==> config.mk <==
export PLATFORM = sky130hd
export DESIGN_NAME = quad_wiper_spi_register_control
export DESIGN_NICKNAME = d
export VERILOG_FILES = /design/src/core/quad_wiper_spi_register_control.v
export VERILOG_INCLUDE_DIRS = /design/src /design/src/core
export SDC_FILE = /design/constraint.sdc
export NUM_CORES = 2
export LEC_CHECK = 0
export BUFFER_PORTS_ARGS = -buffer_cell sky130_fd_sc_hd__clkbuf_2
export CORE_AREA = 3 3 399 401
export CTS_CLUSTER_SIZE = 12
export DETAILED_ROUTE_END_ITERATION = 16
export DIE_AREA = 0 0 402 404
export PLACE_DENSITY = 0.51
export SYNTH_ARGS = -nofsm -noshare
export SYNTH_HDL_FRONTEND = slang
export SYNTH_SLANG_ARGS = --single-unit
==> constraint.sdc <==
create_clock -name sys_clk -period 89.6 [get_ports sys_clk]
set_clock_uncertainty 0.2 [all_clocks]
set_input_delay 8.96 -clock sys_clk [delete_from_list [all_inputs] [get_ports sys_clk]]
set_output_delay 8.96 -clock sys_clk [all_outputs]
set_load 0.005 [all_outputs]
==> src/core/quad_wiper_regs.vh <==
// Purpose: constants for the quad wiper serial register control
// Assumes: included by core/quad_wiper_spi_register_control.v
// Notes:   device-type code is arbitrary, not a real part code
`ifndef QUAD_WIPER_REGS_VH
`define QUAD_WIPER_REGS_VH
// ==========================================================
// identification byte
`define DEVICE_TYPE_CODE     4'ha
// ==========================================================
// command codes (upper nibble of second byte)
`define CMD_READ_WIPER       4'h9
`define CMD_WRITE_WIPER      4'ha
`define CMD_READ_STORED      4'hb
`define CMD_WRITE_STORED     4'hc
`define CMD_XFR_STORED_WIPER 4'hd
`define CMD_XFR_WIPER_STORED 4'he
`define CMD_GXFR_STORED_WIPER 4'h1
`define CMD_GXFR_WIPER_STORED 4'h8
`define CMD_READ_STATUS      4'h5
`define CMD_INC_DEC          4'h2
// ==========================================================
// timing
`define NV_WRITE_TIME_MS     10
`define SYS_CLK_HZ           10000000
`define NV_WRITE_CYCLES      ((`NV_WRITE_TIME_MS * `SYS_CLK_HZ) / 1000)
// ==========================================================
// reset values
`define STORED_RESET         8'h00
`endif

==> src/core/quad_wiper_spi_register_control.v <==
// Purpose: serial command decoder, wiper and stored-setting registers for four channels
// Assumes: serial pins asynchronous to sys_clk; serial clock well below sys_clk / 4
// Notes:   nonvolatile array modelled as flops; rst stands in for power-up
//
// Overview of operation
// - write-protect low blocks every stored-setting write.
// - serial input sampled on serial clock rising edge.
// - serial output is three-state, may share the input wire.
// - each wiper position decodes to one of 256 one-hot taps.
// - at most one tap switch enabled per channel.
// - write-wiper command loads wiper from serial data.
// - single or global transfer loads wiper from a stored setting.
// - increment/decrement command steps the wiper by one.
// - wiper volatile; power-up loads stored setting zero.
// - four 8-bit stored settings per channel, host readable and writable.
// - transfers both ways between stored settings and wiper.
// - stored-setting change completes within 10 ms.
// - nonvolatile save starts on select rising after complete write.
// - write-in-progress bit set during nonvolatile save.
// - read status command returns write-in-progress bit.
// - first byte after select falls is identification byte.
// - upper four identification bits compared with device-type code.
// - sequence continues only if low two bits match address straps.
// - read data shifted out on serial clock falling edge.
// - command byte: command nibble, stored select, channel select.
// - pause low/high during serial clock low keeps sequence state.
// - inc/dec moves wiper up for input high, down for low.
`timescale 1ns/1ns
`include "quad_wiper_regs.vh"
module quad_wiper_spi_register_control #(
  parameter NV_CYCLES = `NV_WRITE_CYCLES
) (
  input  wire          sys_clk,
  input  wire          rst,
  input  wire          clk_en,
  input  wire          chip_select_n,
  input  wire          serial_clock,
  input  wire          serial_in,
  input  wire          pause_n,
  input  wire          write_protect_n,
  input  wire [1:0]    address_strap,
  output reg           serial_out,
  output reg           serial_out_en,
  output reg           write_in_progress,
  output reg  [1023:0] tap_select
);
  // ==========================================================
  // synchronisers
  reg [1:0] cs_s, sck_s, si_s, hold_s, wp_s;
  reg [1:0] a0_s, a1_s;
  reg       sck_d;
  always @(posedge sys_clk or posedge rst) begin
    if (rst) begin
      cs_s   <= 2'h3;
      sck_s  <= 2'h0;
      si_s   <= 2'h0;
      hold_s <= 2'h3;
      wp_s   <= 2'h0;
      a0_s   <= 2'h0;
      a1_s   <= 2'h0;
      sck_d  <= 1'b0;
    end else if (clk_en) begin
      cs_s   <= {cs_s[0], chip_select_n};
      sck_s  <= {sck_s[0], serial_clock};
      si_s   <= {si_s[0], serial_in};
      hold_s <= {hold_s[0], pause_n};
      wp_s   <= {wp_s[0], write_protect_n};
      a0_s   <= {a0_s[0], address_strap[0]};
      a1_s   <= {a1_s[0], address_strap[1]};
      sck_d  <= sck_s[1];
    end
  end
  wire cs_n   = cs_s[1];
  wire si     = si_s[1];
  wire active = ~cs_n & hold_s[1];
  // pause only taken with the clock low, so edges simply stop arriving
  wire sck_rise = active & sck_s[1] & ~sck_d;
  wire sck_fall = active & ~sck_s[1] & sck_d;

  // ==========================================================
  // sequence state, one-hot
  localparam ST_ID   = 5'h01;
  localparam ST_CMD  = 5'h02;
  localparam ST_DATA = 5'h04;
  localparam ST_INC  = 5'h08;
  localparam ST_IDLE = 5'h10;

  reg [4:0] state;
  reg [2:0] bit_cnt;
  reg [7:0] shift_in;
  reg [3:0] cmd;
  reg [1:0] reg_sel;
  reg [1:0] chan_sel;
  reg [7:0] shift_out;
  reg       reading;
  reg       nv_pending;
  reg       cs_d;
  reg [7:0] wiper [0:3];
  reg [7:0] stored [0:15];
  reg [7:0] pend_data [0:3];
  reg [3:0] pend_mask;
  reg [1:0] pend_reg;
  reg [31:0] nv_cnt;
  integer i;

  wire [7:0] byte_in  = {shift_in[6:0], si};
  wire       byte_end = sck_rise & (bit_cnt == 3'h7);
  wire       wp_ok    = wp_s[1];
  wire [3:0] c_cmd    = byte_in[7:4];
  wire [1:0] c_reg    = byte_in[3:2];
  wire [1:0] c_chan   = byte_in[1:0];
  wire       busy     = write_in_progress;

  always @(posedge sys_clk or posedge rst) begin
    if (rst) begin
      state             <= ST_IDLE;
      bit_cnt           <= 3'h0;
      shift_in          <= 8'h00;
      cmd               <= 4'h0;
      reg_sel           <= 2'h0;
      chan_sel          <= 2'h0;
      shift_out         <= 8'h00;
      reading           <= 1'b0;
      nv_pending        <= 1'b0;
      cs_d              <= 1'b1;
      pend_mask         <= 4'h0;
      pend_reg          <= 2'h0;
      nv_cnt            <= 32'h0;
      write_in_progress <= 1'b0;
      serial_out        <= 1'b0;
      serial_out_en     <= 1'b0;
      for (i = 0; i < 16; i = i + 1)
        stored[i] <= `STORED_RESET;
      // power-up recall of stored setting zero
      for (i = 0; i < 4; i = i + 1) begin
        wiper[i]     <= `STORED_RESET;
        pend_data[i] <= 8'h00;
      end
    end else if (clk_en) begin
      cs_d <= cs_n;
      // ======================================================
      // select edges
      if (cs_d & ~cs_n) begin
        state   <= ST_ID;
        bit_cnt <= 3'h0;
        reading <= 1'b0;
        nv_pending <= 1'b0;
      end
      if (~cs_d & cs_n) begin
        state         <= ST_IDLE;
        serial_out_en <= 1'b0;
        reading       <= 1'b0;
        // save starts only on select rise after a complete write
        if (nv_pending & wp_ok & ~busy) begin
          write_in_progress <= 1'b1;
          nv_cnt            <= 32'h0;
        end
        nv_pending <= 1'b0;
      end
      // ======================================================
      // nonvolatile timer; array updated at end of the save
      if (busy) begin
        if (nv_cnt >= NV_CYCLES - 1) begin
          write_in_progress <= 1'b0;
          for (i = 0; i < 4; i = i + 1)
            if (pend_mask[i])
              stored[{i[1:0], pend_reg}] <= pend_data[i];
        end else begin
          nv_cnt <= nv_cnt + 32'h1;
        end
      end
      // ======================================================
      // serial receive
      if (sck_rise) begin
        shift_in <= byte_in;
        bit_cnt  <= bit_cnt + 3'h1;
      end
      if (sck_rise) begin
        case (state)
          ST_ID: begin
            if (byte_end) begin
              // middle bits left unchecked, host keeps them zero
              if (byte_in[7:4] == `DEVICE_TYPE_CODE &&
                  byte_in[1:0] == {a1_s[1], a0_s[1]})
                state <= ST_CMD;
              else
                state <= ST_IDLE;
            end
          end
          ST_CMD: begin
            if (byte_end) begin
              cmd      <= c_cmd;
              reg_sel  <= c_reg;
              chan_sel <= c_chan;
              state    <= ST_IDLE;
              case (c_cmd)
                `CMD_READ_WIPER, `CMD_READ_STORED, `CMD_READ_STATUS: begin
                  reading <= 1'b1;
                  state   <= ST_DATA;
                  if (c_cmd == `CMD_READ_WIPER)
                    shift_out <= wiper[c_chan];
                  else if (c_cmd == `CMD_READ_STORED)
                    shift_out <= stored[{c_chan, c_reg}];
                  else
                    shift_out <= {7'h00, busy};
                end
                `CMD_WRITE_WIPER, `CMD_WRITE_STORED:
                  state <= ST_DATA;
                `CMD_INC_DEC:
                  state <= ST_INC;
                `CMD_XFR_STORED_WIPER:
                  wiper[c_chan] <= stored[{c_chan, c_reg}];
                `CMD_GXFR_STORED_WIPER:
                  for (i = 0; i < 4; i = i + 1)
                    wiper[i] <= stored[{i[1:0], c_reg}];
                `CMD_XFR_WIPER_STORED: if (~busy) begin
                  pend_mask <= 4'h1 << c_chan;
                  pend_reg  <= c_reg;
                  for (i = 0; i < 4; i = i + 1)
                    pend_data[i] <= wiper[i];
                  nv_pending <= 1'b1;
                end
                `CMD_GXFR_WIPER_STORED: if (~busy) begin
                  pend_mask <= 4'hf;
                  pend_reg  <= c_reg;
                  for (i = 0; i < 4; i = i + 1)
                    pend_data[i] <= wiper[i];
                  nv_pending <= 1'b1;
                end
                default: state <= ST_IDLE;
              endcase
            end
          end
          ST_DATA: begin
            if (byte_end) begin
              state <= ST_IDLE;
              if (cmd == `CMD_WRITE_WIPER)
                wiper[chan_sel] <= byte_in;
              else if (cmd == `CMD_WRITE_STORED && ~busy) begin
                pend_mask <= 4'h1 << chan_sel;
                pend_reg  <= reg_sel;
                pend_data[chan_sel] <= byte_in;
                nv_pending <= 1'b1;
              end
            end
          end
          ST_INC: begin
            // one step per pulse, held at the ends
            if (si && wiper[chan_sel] != 8'hff)
              wiper[chan_sel] <= wiper[chan_sel] + 8'h01;
            else if (!si && wiper[chan_sel] != 8'h00)
              wiper[chan_sel] <= wiper[chan_sel] - 8'h01;
          end
          ST_IDLE: begin
          end
          default: state <= ST_IDLE;
        endcase
      end
      // ======================================================
      // serial transmit on falling edges
      if (sck_fall && reading && state == ST_DATA) begin
        serial_out    <= shift_out[7];
        shift_out     <= {shift_out[6:0], 1'b0};
        serial_out_en <= 1'b1;
      end
      if (sck_rise && reading && state == ST_DATA && byte_end)
        reading <= 1'b0;
      if (~active)
        serial_out_en <= 1'b0;
    end
  end

  // ==========================================================
  // tap decode; registered so exactly one switch per channel is on after every edge
  genvar g;
  generate
    for (g = 0; g < 4; g = g + 1) begin : tap_dec
      always @(posedge sys_clk or posedge rst) begin
        if (rst)
          tap_select[g*256 +: 256] <= {{255{1'b0}}, 1'b1};
        else if (clk_en)
          tap_select[g*256 +: 256] <= {{255{1'b0}}, 1'b1} << wiper[g];
      end
    end
  endgenerate
endmodule

==> impl_metrics.py <==
metrics = {
    "outcome": {
        "status": "complete, no violations",
    },
    "global_routing": {
        "antenna_found_initial": 2,
        "grt_pass1_vias": 38500,
        "grt_max_degree": 235,
        "overflow": 0,
        "gr-usage-all-layers_pct": 22.4,
        "grt_first_pass_wirelength_um": 276000,
    },
    "cells_and_area": {
        "nNetsFinal": 4837,
        "largest_reg_flops": 1024,
        "drive_above_1_share_pct": 32.1,
        "final_util_pct": 40.7,
        "diodes": 0,
        "num-fill-cells": 14800,
        "layout.cells.non_filler": 6990,
        "top_register": "tap_select",
        "areaGrowthSynthToFinish_pct": 23.3,
        "top_regs": "tap_select: 1024 flops, stored: 128 flops",
    },
    "setup_path": {
        "critPathArrivalTime_ps": 15950,
        "crit_chain": "clkbuf_2, inv_8, buf_4, buf_4, buf_4, buf_4, buf_4, buf_4, buf_4, buf_4",
        "critPathBufInv": 10,
        "crit_cells": 10,
        "slowest_stage": "buf_4",
        "critPathLaunchType": "input pin",
        "crit_required_ps": 90160,
        "reg2reg_depth": 7,
        "path_class": "in2async",
        "slowest_delay_ps": 820,
        "critPathTopFamily": "buffers and inverters",
        "cp-end-kind": "async pin",
        "crit_top_cell": "buf_4",
        "cp_max_fo": 136,
        "r2r_slack_ps": 85740,
    },
    "timing": {
        "worst_pin_slew_ps": 1240,
        "hold_viol_final": 0,
        "rsz0062_at_grt": "false",
        "slew_viol_final": 0,
        "relSlewSlack_pct": 16.5,
        "finalSetupTns_ps": 0,
        "hold_slack_ps": 261,
        "fmax_mhz": 65.0,
        "min_period_over_period_pct": 17.2,
        "finalSetupViolations": 0,
        "timing.final.crit_period_ps": 15390,
    },
    "power": {
        "pwr_density_cell_mw_per_mm2": 20.3,
        "power_frac_seq_pct": 46.9,
        "finalPower_mw": 1.29,
        "p_int_mw": 0.971,
        "ir_drop_mv": 0.0188,
        "leakagePower_nw": 29.6,
        "power.clock.fraction_pct": 48.0,
        "pwr-share-comb_pct": 5.1,
        "power.share.switching_pct": 24.4,
        "p_sw_mw": 0.314,
    },
    "synthesis": {
        "yosys-top-cells-area": "dfrtp_1, o2bb2ai_1, mux2_2",
        "synthMuxAreaShare_pct": 6.37,
        "netlist.area_leader.share_pct": 63.0,
        "synth-main-ff-cell": "dfrtp_1",
        "yosys.area_share.simple_pct": 6.35,
        "synth.avg_cell_area_um2": 13.2,
        "synthesis.nets": 3911,
        "syn_inst": 3895,
        "synth_top_family_by_area": "compound AO/OA/AOI/OAI gates",
        "synth_compound_area_share_pct": 20.9,
        "ys_seq_area_share_pct": 63.5,
        "synthAdderAreaFrac_pct": 0.146,
        "synth_seq_cells": 1306,
        "synth-async-reset-ratio_pct": 100,
        "synth_xor_area_share_pct": 0.187,
        "synth_area_mm2": 0.0514,
        "yosys.area.top_type": "dfrtp_1",
        "yosysMostFrequentCell": "dfrtp_1",
        "yosys_warnings": 0,
        "synth_edf_count": 0,
        "synth_cell_types": 78,
        "synth_commonest_cells": "dfrtp_1, o2bb2ai_1, nand2_1, clkbuf_1, mux2_2",
    },
    "floorplan": {
        "die-area_mm2": 0.162,
        "start_util_pct": 33.0,
        "rows": 145,
        "io_pins": 1037,
        "die_w_um": 402,
        "die_y_um": 404,
        "core_mm2": 0.156,
    },
    "placed_design": {
        "dp.cells": 6731,
        "gp_congestion": 0.868,
        "hpwl_um": 127000,
        "portBuffers": 1036,
    },
    "drt": {
        "ant_nets": 0,
        "drc_errors": 0,
        "num_vias": 38200,
        "wirelength_um": 187000,
        "drt-initial-drc-count": 3368,
        "firstDrtPassIters": 6,
        "via_per_inst": 5.46,
        "wire_per_inst_um": 26.8,
    },
    "cts": {
        "hold_buffers": 0,
        "ctsResizeCount": 0,
        "clock-sinks": 1306,
        "htree_levels": 4,
        "clkTransAtPathRegs_ps": 60,
        "post_cts_buffers": 0,
        "clk_latency_ps": 780,
        "cts_tree": "built",
        "cts_buffers": 146,
        "clock_path_buffers": 3,
        "cts-root-buf": "clkbuf_16",
    },
    "min_path": {
        "worstHoldPathCells": 1,
        "min_path_type": "reg2reg",
    },
    "run": {
        "max-cap-violations": 0,
    },
}
## path summary, 6_finish.rpt
kind / start / endpoint
worst max-delay path: rst / tap_select[502]
worst min-delay path: nv_cnt[10] / nv_cnt[10]
worst max register to register: state[3] / wiper[26]
worst min register to register: nv_cnt[10] / nv_cnt[10]
max in group sys_clk: clk_en / tap_select[317]
min in group asynchronous: rst / tap_select[217]
## cell families (layout without fill, tap and decap cells)
kind of cell | count (synthesis) | in the layout
mux | 238 | 238
buf+inv | 336 | 1373
flops | 1306 | 1306
fa+ha+maj | 6 | 6
compound gates | 1314 | 1314
xor+xnor | 11 | 11
simple gates | 684 | 684
## cell type report
type	count	area, um^2	area share (%)
Sequential cell	1306	32700	51.5
Tap cell	2058	2570	4.06
Clock inverter	52	791	1.25
Timing Repair Buffer	1093	5650	8.91
Multi-Input combinational cell	2253	17500	27.5
Inverter	21	93.8	0.148
Clock buffer	207	4180	6.59
## layout by cell type (no fill, tap or decap), types with 56 or more instances in the layout
| cell type | count |
|---|---|
| a21oi_1 | 95 |
| clkbuf_16 | 146 |
| clkbuf_2 | 1035 |
| dfrtp_1 | 1295 |
| mux2_2 | 154 |
| mux4_2 | 56 |
| nand2_1 | 305 |
| nand3_1 | 64 |
| nor2_1 | 109 |
| o21ai_0 | 85 |
| o2bb2ai_1 | 1022 |
## power by group through the flow
stage / Combinational [mW] / Sequential, mW / Clock, mW
2_1_floorplan: 0.0515 / 0.609 / 0
3_3_place_gp: 0.0667 / 0.613 / 0
3_5_place_dp: 0.0669 / 0.613 / 0
4_1_cts: 0.0670 / 0.602 / 0.632
5_1_grt: 0.0725 / 0.603 / 0.659
6_report: 0.0657 / 0.603 / 0.617
## worst reg2reg max path: stages (launching register included)
cell      delay [ps]
dfrtp_1          470
nor2b_1          540
nand2_1          540
a311oi_2         800
nand4_1          580
a21o_1           390
nand2_1           90
o21ai_0           90
## metal layers
metal | wire length [um] | share of wire, % | GRT usage [%]
met1 | 79900 | 43 | 30.0
met2 | 85200 | 46 | 34.7
met3 | 16200 | 8.7 | 7.17
met4 | 5860 | 3.1 | 7.18
met5 | 27 | 0.014 | 0
## through the flow
step	cell area, um^2	worst slack [ps]
final	63400	74210
after global routing	63400	73120
after CTS	63400	73970
after detailed placement	58500	73090
after global placement	58500	73120
after floorplan	51400	43640
No activity file was read; power rests on OpenSTA's default activity.
